$ cat src/include/etf_pkg.sv
package etf_pkg;
   // widest word and byte count field
   localparam int DATA_W = 128;
   localparam int MOD_W = 4;
   // bus width codes on bus_width
   localparam logic [1:0] BW_32 = 2'h0;
   localparam logic [1:0] BW_64 = 2'h1;
   // status bit positions
   localparam int ST_UNDERRUN = 3;
   localparam int ST_COLL = 2;
   localparam int ST_LATE = 1;
   localparam int ST_EXCESS = 0;
   localparam logic [3:0] ST_NONE = 4'h0;
   // buffer shape and packing of one buffered word
   localparam int BUF_DEPTH = 16;
   localparam int CNT_W = 5;
   localparam int FW_DATA = 0;
   localparam int FW_MOD = DATA_W;
   localparam int FW_FIRST = DATA_W + MOD_W;
   localparam int FW_LAST = FW_FIRST + 1;
   localparam int FW_ERR = FW_FIRST + 2;
   localparam int FW_NOFCS = FW_FIRST + 3;
   localparam int BUF_W = FW_FIRST + 4;
endpackage

$ cat src/include/etf_if.sv
`timescale 1ns/1ns
interface etf_if;
   logic frame_rdy;
   logic word_req;
   logic word_vld;
   logic [etf_pkg::DATA_W-1:0] word_data;
   logic word_first;
   logic word_last;
   logic [etf_pkg::MOD_W-1:0] word_mod;
   logic word_err;
   logic underflow;
   logic flushed;
   logic no_fcs;
   logic frame_done_tog;
   logic status_ack_tog;
   logic [3:0] tx_status;
   // transmitter end
   modport mac
   (
      input frame_rdy, word_vld, word_data, word_first, word_last, word_mod,
      input word_err, underflow, flushed, no_fcs, status_ack_tog,
      output word_req, frame_done_tog, tx_status
   );
   // external buffer end
   modport fifo
   (
      output frame_rdy, word_vld, word_data, word_first, word_last, word_mod,
      output word_err, underflow, flushed, no_fcs, status_ack_tog,
      input word_req, frame_done_tog, tx_status
   );
endinterface

$ cat src/rtl/etf_fifo.sv
`timescale 1ns/1ns
module etf_fifo #(
   parameter int WIDTH = etf_pkg::BUF_W,
   parameter int DEPTH = etf_pkg::BUF_DEPTH
)
(
   input wire logic mclk,
   input wire logic rst_n,
   input wire logic in_vld,
   input wire logic [WIDTH-1:0] in_data,
   output logic in_rdy,
   output logic out_vld,
   output logic [WIDTH-1:0] out_data,
   input wire logic out_rdy
);
   localparam int AW = $clog2(DEPTH);
   logic [WIDTH-1:0] mem [DEPTH];
   logic [AW-1:0] wr_r;
   logic [AW-1:0] rd_r;
   logic [AW:0] cnt_r;
   logic [AW:0] cnt_nxt;
   logic push;
   logic pop;

   // ready is registered from the next count so it leaves a flop
   assign cnt_nxt = cnt_r + (AW+1)'(push) - (AW+1)'(pop);
   assign out_vld = (cnt_r != '0);
   assign out_data = mem[rd_r];
   assign push = in_vld && in_rdy;
   assign pop = out_vld && out_rdy;

   // storage has no reset, pointers do
   always_ff @(posedge mclk)
   begin
      if (push)
      begin
         mem[wr_r] <= in_data;
      end
   end

   always_ff @(posedge mclk or negedge rst_n)
   begin
      if (!rst_n)
      begin
         wr_r <= '0;
         rd_r <= '0;
         cnt_r <= '0;
         in_rdy <= 1'b1; // empty buffer can take a word
      end
      else
      begin
         if (push)
         begin
            wr_r <= wr_r + 1'b1;
         end
         if (pop)
         begin
            rd_r <= rd_r + 1'b1;
         end
         cnt_r <= cnt_nxt;
         in_rdy <= (cnt_nxt != (AW+1)'(DEPTH));
      end
   end
endmodule

$ cat src/rtl/etf_fifo_end.sv
`timescale 1ns/1ns
module etf_fifo_end
(
   input wire logic mclk,
   input wire logic rst_n,
   etf_if.fifo lnk,
   input wire logic in_vld,
   output logic in_rdy,
   input wire logic [etf_pkg::DATA_W-1:0] in_data,
   input wire logic in_first,
   input wire logic in_last,
   input wire logic [etf_pkg::MOD_W-1:0] in_mod,
   input wire logic in_err,
   input wire logic in_no_fcs,
   output logic rep_vld,
   output logic [3:0] rep_status
);
   typedef enum logic [1:0] {F_RUN, F_DRAIN, F_HI, F_LO} etf_fl_e;
   etf_fl_e fs_r;
   logic [etf_pkg::BUF_W-1:0] head;
   logic head_vld;
   logic pop;
   logic pop_last;
   logic push_last;
   logic [etf_pkg::CNT_W-1:0] eop_cnt_r;
   logic in_pkt_r;
   logic frame_rdy_r;
   logic vld_r;
   logic [etf_pkg::BUF_W-1:0] word_r;
   logic under_r;
   logic flushed_r;
   logic ack_r;
   logic done_prev_r;
   logic [3:0] stat_prev_r;
   logic ack_ev;

   // buffer holds whole words with their markers
   etf_fifo #(.WIDTH(etf_pkg::BUF_W), .DEPTH(etf_pkg::BUF_DEPTH)) u_buf
   (
      .mclk(mclk),
      .rst_n(rst_n),
      .in_vld(in_vld),
      .in_data({in_no_fcs, in_err, in_last, in_first, in_mod, in_data}),
      .in_rdy(in_rdy),
      .out_vld(head_vld),
      .out_data(head),
      .out_rdy(pop)
   );

   // pop for a request while running, or to discard while draining
   assign pop = head_vld && ((fs_r == F_RUN && lnk.word_req) || (fs_r == F_DRAIN && in_pkt_r));
   assign pop_last = pop && head[etf_pkg::FW_LAST];
   assign push_last = in_vld && in_rdy && in_last;
   assign ack_ev = (lnk.frame_done_tog != done_prev_r)
      || (lnk.tx_status[etf_pkg::ST_COLL] && !stat_prev_r[etf_pkg::ST_COLL]);

   assign lnk.frame_rdy = frame_rdy_r;
   assign lnk.word_vld = vld_r;
   assign lnk.word_data = word_r[etf_pkg::FW_DATA +: etf_pkg::DATA_W];
   assign lnk.word_mod = word_r[etf_pkg::FW_MOD +: etf_pkg::MOD_W];
   assign lnk.word_first = word_r[etf_pkg::FW_FIRST];
   assign lnk.word_last = word_r[etf_pkg::FW_LAST];
   assign lnk.word_err = word_r[etf_pkg::FW_ERR];
   assign lnk.no_fcs = word_r[etf_pkg::FW_NOFCS];
   assign lnk.underflow = under_r;
   assign lnk.flushed = flushed_r;
   assign lnk.status_ack_tog = ack_r;

   // ready once a whole packet sits in the buffer
   always_ff @(posedge mclk or negedge rst_n)
   begin
      if (!rst_n)
      begin
         eop_cnt_r <= '0;
         frame_rdy_r <= 1'b0;
         in_pkt_r <= 1'b0;
      end
      else
      begin
         eop_cnt_r <= eop_cnt_r + etf_pkg::CNT_W'(push_last) - etf_pkg::CNT_W'(pop_last);
         frame_rdy_r <= (eop_cnt_r + etf_pkg::CNT_W'(push_last) - etf_pkg::CNT_W'(pop_last)) != '0;
         if (pop)
         begin
            in_pkt_r <= !head[etf_pkg::FW_LAST];
         end
      end
   end

   // answer each request one cycle later, or report empty
   always_ff @(posedge mclk or negedge rst_n)
   begin
      if (!rst_n)
      begin
         vld_r <= 1'b0;
         word_r <= '0;
         under_r <= 1'b0;
      end
      else
      begin
         vld_r <= (fs_r == F_RUN) && pop;
         under_r <= (fs_r == F_RUN) && lnk.word_req && !head_vld;
         if (fs_r == F_RUN && pop)
         begin
            word_r <= head;
         end
      end
   end

   // flush: drop rest of the open packet, then pulse flushed
   always_ff @(posedge mclk or negedge rst_n)
   begin
      if (!rst_n)
      begin
         fs_r <= F_RUN;
         flushed_r <= 1'b0;
      end
      else
      begin
         case (fs_r)
            F_RUN:
            begin
               if ((lnk.word_req && !head_vld) || |(lnk.tx_status & ~stat_prev_r))
               begin
                  fs_r <= F_DRAIN;
               end
            end
            F_DRAIN:
            begin
               if (!in_pkt_r || pop_last)
               begin
                  fs_r <= F_HI;
                  flushed_r <= 1'b1;
               end
            end
            F_HI:
            begin
               fs_r <= F_LO;
               flushed_r <= 1'b0;
            end
            F_LO:
            begin
               fs_r <= F_RUN;
            end
            default:
            begin
               fs_r <= F_RUN;
            end
         endcase
      end
   end

   // acknowledge each done toggle and each collision report
   always_ff @(posedge mclk or negedge rst_n)
   begin
      if (!rst_n)
      begin
         ack_r <= 1'b0;
         done_prev_r <= 1'b0;
         stat_prev_r <= etf_pkg::ST_NONE;
         rep_vld <= 1'b0;
         rep_status <= etf_pkg::ST_NONE;
      end
      else
      begin
         done_prev_r <= lnk.frame_done_tog;
         stat_prev_r <= lnk.tx_status;
         rep_vld <= ack_ev;
         if (ack_ev)
         begin
            ack_r <= ~ack_r;
            rep_status <= lnk.tx_status;
         end
      end
   end
endmodule

$ cat src/flat_wrapper.sv
// flat-port wrapper written by rule: the top's interface ports become plain ports
module etf_fifo_end_flat 
  (mclk, rst_n, in_vld, in_rdy, in_data, in_first, in_last, in_mod, in_err, in_no_fcs, rep_vld, rep_status, lnk_frame_rdy, lnk_word_vld, lnk_word_data, lnk_word_first, lnk_word_last, lnk_word_mod, lnk_word_err, lnk_underflow, lnk_flushed, lnk_no_fcs, lnk_status_ack_tog, lnk_word_req, lnk_frame_done_tog, lnk_tx_status);
  etf_if lnk_i ();
  input wire logic mclk;
  input wire logic rst_n;
  input wire logic in_vld;
  output logic in_rdy;
  input wire logic [etf_pkg::DATA_W-1:0] in_data;
  input wire logic in_first;
  input wire logic in_last;
  input wire logic [etf_pkg::MOD_W-1:0] in_mod;
  input wire logic in_err;
  input wire logic in_no_fcs;
  output logic rep_vld;
  output logic [3:0] rep_status;
  output wire logic [$bits(lnk_i.frame_rdy)-1:0] lnk_frame_rdy;
  output wire logic [$bits(lnk_i.word_vld)-1:0] lnk_word_vld;
  output wire logic [$bits(lnk_i.word_data)-1:0] lnk_word_data;
  output wire logic [$bits(lnk_i.word_first)-1:0] lnk_word_first;
  output wire logic [$bits(lnk_i.word_last)-1:0] lnk_word_last;
  output wire logic [$bits(lnk_i.word_mod)-1:0] lnk_word_mod;
  output wire logic [$bits(lnk_i.word_err)-1:0] lnk_word_err;
  output wire logic [$bits(lnk_i.underflow)-1:0] lnk_underflow;
  output wire logic [$bits(lnk_i.flushed)-1:0] lnk_flushed;
  output wire logic [$bits(lnk_i.no_fcs)-1:0] lnk_no_fcs;
  output wire logic [$bits(lnk_i.status_ack_tog)-1:0] lnk_status_ack_tog;
  input wire logic [$bits(lnk_i.word_req)-1:0] lnk_word_req;
  input wire logic [$bits(lnk_i.frame_done_tog)-1:0] lnk_frame_done_tog;
  input wire logic [$bits(lnk_i.tx_status)-1:0] lnk_tx_status;
  assign lnk_frame_rdy = lnk_i.frame_rdy;
  assign lnk_word_vld = lnk_i.word_vld;
  assign lnk_word_data = lnk_i.word_data;
  assign lnk_word_first = lnk_i.word_first;
  assign lnk_word_last = lnk_i.word_last;
  assign lnk_word_mod = lnk_i.word_mod;
  assign lnk_word_err = lnk_i.word_err;
  assign lnk_underflow = lnk_i.underflow;
  assign lnk_flushed = lnk_i.flushed;
  assign lnk_no_fcs = lnk_i.no_fcs;
  assign lnk_status_ack_tog = lnk_i.status_ack_tog;
  assign lnk_i.word_req = lnk_word_req;
  assign lnk_i.frame_done_tog = lnk_frame_done_tog;
  assign lnk_i.tx_status = lnk_tx_status;
  etf_fifo_end u_core (.mclk(mclk), .rst_n(rst_n), .lnk(lnk_i), .in_vld(in_vld), .in_rdy(in_rdy), .in_data(in_data), .in_first(in_first), .in_last(in_last), .in_mod(in_mod), .in_err(in_err), .in_no_fcs(in_no_fcs), .rep_vld(rep_vld), .rep_status(rep_status));
endmodule
$ cat config.mk
export PLATFORM = sky130hd
export DESIGN_NAME = etf_fifo_end_flat
export DESIGN_NICKNAME = d
export VERILOG_FILES = /design/src/include/etf_pkg.sv /design/src/include/etf_if.sv /design/src/rtl/etf_fifo.sv /design/src/rtl/etf_fifo_end.sv /design/src/flat_wrapper.sv
export SDC_FILE = /design/constraint.sdc
export NUM_CORES = 2
export LEC_CHECK = 0
export BUFFER_PORTS_ARGS = -buffer_cell sky130_fd_sc_hd__buf_4
export CORE_MARGIN = 1.5
export CORE_UTILIZATION = 55
export CTS_CLUSTER_DIAMETER = 120
export DETAILED_ROUTE_END_ITERATION = 8
export HOLD_SLACK_MARGIN = 0.06
export PLACE_DENSITY = 0.71
export SKIP_LAST_GASP = 1
export SYNTH_ARGS = -nofsm -noshare
export SYNTH_HDL_FRONTEND = slang
export SYNTH_SLANG_ARGS = --single-unit
$ cat constraint.sdc
create_clock -name mclk -period 5.69 [get_ports mclk]
set_input_delay 0 -clock mclk [delete_from_list [all_inputs] [get_ports mclk]]
set_output_delay 0 -clock mclk [all_outputs]
set_load 0.05 [all_outputs]
==> metrics <==
outcome finished, final reports clean; Layout Utilization 64.8%; Clock Power Share 29.4%; cell area reported after detailed placement 93600 sq um; global route total overflow 0; H-Tree Level Count 4; top library cells by usage in the layout, fill and taps aside sky130_fd_sc_hd__edfxtp_1, sky130_fd_sc_hd__mux4_2, sky130_fd_sc_hd__buf_4; number of port buffers 291; biggest area consumer among synthesized cells sky130_fd_sc_hd__edfxtp_1; number of nets with antenna violations after detailed routing 0; DRT Wirelength 203 mm; fraction of power spent switching nets 30.2%; Clock transition at path regs 0.06 ns; flop2flop setup slack 2.12 ns; sequential power share 42.5%; final clock skew 0.0250 ns; post-synthesis instance area 88800 sq um; worst slew slack as a fraction of its limit 28.6%; arrival time of data at the critical path endpoint 4.21 ns; Power Internal 36.1 mW; final routed wire length divided by cell count 29.3 um; starting DRC count in detailed routing 4281; clock tree from TritonCTS built; Worst-Skew Late Latency 0.83 ns; number of enable flip-flop cells after synthesis 2176; Die Area 164000 sq um; x dimension of the die 405 um; first-pass GRT wire length 296 mm; antenna violations before repair 15; fraction of final layout cells with drive strength greater than 1 26.6%; final total negative setup slack 0 ns; predominant post-synthesis flop cell sky130_fd_sc_hd__edfxtp_1; Gate Count Post-Synth 3912; Final #Nets 4725; GRT Total Usage 25.0%; setup repair after global routing missed its margin false; cell types with the largest area share after synthesis sky130_fd_sc_hd__edfxtp_1, sky130_fd_sc_hd__mux4_2, sky130_fd_sc_hd__dfrtp_1; number of remaining DRC errors 0; flip-flop and latch count after synthesis 2349; most frequent standard cell in the layout excluding fill and tap cells sky130_fd_sc_hd__edfxtp_1; ys async rst share 7.36%; Die Ht 405 um; transition at the pin with the smallest max-transition slack 1.07 ns; Max Cap Viol 0; vias in the first global route 44200; final cycle utilization of the critical path 62.7%; switching pwr 15.6 mW; category of the critical setup timing path reg2reg; vias after detailed routing 42600; maximum number of pins on one net before global-route repair 137; timing-limited maximum frequency 280 MHz; area of the core 160000 sq um; summed area of non-filler cells in the final layout 104000 sq um; TritonCTS Sinks 2349; Final Hold Violating Endpoints 0; Critical Path Sink Type flip-flop; Syn Nets 4079; count of warnings emitted by yosys 0; I/O pins 292; total power density per cell area 498 nW/um^2; DPL Wire Length 98.0 mm; clock tree root driver cell sky130_fd_sc_hd__clkbuf_16; worst hold path type in2reg; Via-to-Cell Ratio 6.15; Final Critical Period 3.57 ns; part of the power in combinational logic 28.1%; starting density of the core 55.3%; relative area change from synthesis to final layout 17.0%; mean instance size in the synthesized netlist 22.7 sq um; Unique masters post-synth 47; critical-path maximum fanout 96; worst endpoint required time 6.34 ns; post-cts repair resize count 0; Max rail drop VDD 0.465 mV; startpoint type of the worst setup path flip-flop; standard-cell rows 147; share of the synthesized area in the top cell type 73.6%; register area share after synthesis 78.5%; total leakage power 35.1 nW; clock buffer count from CTS 225; clk buf depth 3; # setup viols final 0; fin. max-slew vios 0; final weighted congestion of routability-driven global placement 0.738; Initial DRT Pass Iterations 6
[stage by stage]
step	hold slack, ns	worst slack (ns)	total power [mW]	instances
3_3_place_gp	-0.0179	2.18	36.6	6223
3_5_place_dp	-0.0153	2.15	36.9	6223
6_report	0.0885	2.12	51.7	6925
2_1_floorplan	-0.296	0.817	32.7	3912
5_1_grt	0.0775	1.87	53.6	6920
4_1_cts	0.0602	2.13	52.1	6917
[power by group through the flow]
stage / Sequential, mW / Clock (mW) / Combinational [mW]
after floorplan: 23.5 / 0 / 9.23
after global placement: 22.2 / 0 / 14.3
after detailed placement: 22.3 / 0 / 14.5
after CTS: 22.0 / 15.4 / 14.7
after global routing: 22.1 / 16.0 / 15.5
final: 22.0 / 15.2 / 14.5
[cells in the mapped netlist (all sizes together) (2+ instances only)]
library cell / number
buf: 145
edfxtp: 2176
mux2i: 278
ha: 20
o221ai: 137
dfrtp: 172
nand3: 5
and2: 14
nor3b: 2
mux2: 35
a32oi: 4
fa: 2
xor2: 4
nor3: 4
o21ai: 39
o311ai: 3
a21oi: 7
nor2b: 37
nand2: 151
a21o: 3
clkbuf: 66
nand2b: 4
nor2: 8
nand4: 2
inv: 23
and3: 7
o22ai: 34
mux4: 506
xnor2: 12
[repair_timing]
action / 4_1_cts / 5_1_grt
setup endpoints to repair: 0 / 0
hold buffers: 268 / 0
endpoints found under the hold margin: 2390 / 0
setup buffers: 0 / 0
[final timing paths]
check,startpoint,to,cells past startpoint
worst max-delay path,u_core.u_buf.rd_r[0],u_core.word_r[127],5
worst min-delay path,in_data[97],u_core.u_buf.mem[1][97],2
worst max register to register,u_core.u_buf.rd_r[0],u_core.word_r[127],5
worst min register to register,u_core.word_r[48],u_core.word_r[48],2
max in group asynchronous,rst_n,u_core.u_buf.rd_r[2],4
min in group asynchronous,rst_n,u_core.word_r[26],4
[flip-flops by register name, summed over array words and instances (netlist names)]
register,count
u_core.word_r,136
u_core.rep_status,4
u_core.eop_cnt_r,5
u_core.stat_prev_r,4
u_core.lnk.flushed,1
u_core.u_buf.in_rdy,1
u_core.lnk.word_vld,1
u_core.lnk.status_ack_tog,1
u_core.fs_r,2
u_core.u_buf.wr_r,4
u_core.lnk.frame_rdy,1
u_core.lnk.underflow,1
u_core.u_buf.mem,2176
u_core.in_pkt_r,1
u_core.u_buf.cnt_r,5
u_core.rep_vld,1
u_core.done_prev_r,1
u_core.u_buf.rd_r,4
[layout make-up]
type	instances	area [sq um]
Clock inverter	113	1350
Timing Repair Buffer	630	5830
Sequential cell	2349	69700
Clock buffer	313	6240
Inverter	23	93.8
Tap cell	2160	2700
Fill cell	10500	56500
Antenna cell	8	20.0
Multi-Input combinational cell	1329	18000
[cell families (layout without fill, tap and decap cells)]
family                   count (synthesis)  after routing  synth area share [%]
XOR/XNOR                                16             16                 0.158
other                                    0              8                     0
AO/OA/AOI/OAI                          232            232                  1.99
buffers and inverters                  234           1079                  1.36
adder cells (fa/ha/maj)                 22             22                 0.327
flip-flops                            2349           2349                  78.5
AND/OR/NAND/NOR                        240            240                  1.25
multiplexers                           819            819                  16.4
[layer usage]
metal | wire length (um) | track usage [%]
met2 | 103000 | 41.8
met1 | 80300 | 33.8
met4 | 4910 | 7.12
met5 | 89 | 0
met3 | 14900 | 4.98
[critical path: stages, from the launching register on]
cell and delay, ns:
sky130_fd_sc_hd__dfrtp_4 0.89, sky130_fd_sc_hd__buf_12 0.60, sky130_fd_sc_hd__buf_4 0.70, sky130_fd_sc_hd__mux4_2 0.60, sky130_fd_sc_hd__mux2i_1 0.19, sky130_fd_sc_hd__o221ai_1 0.14
No activity file was read; power rests on OpenSTA's default activity.
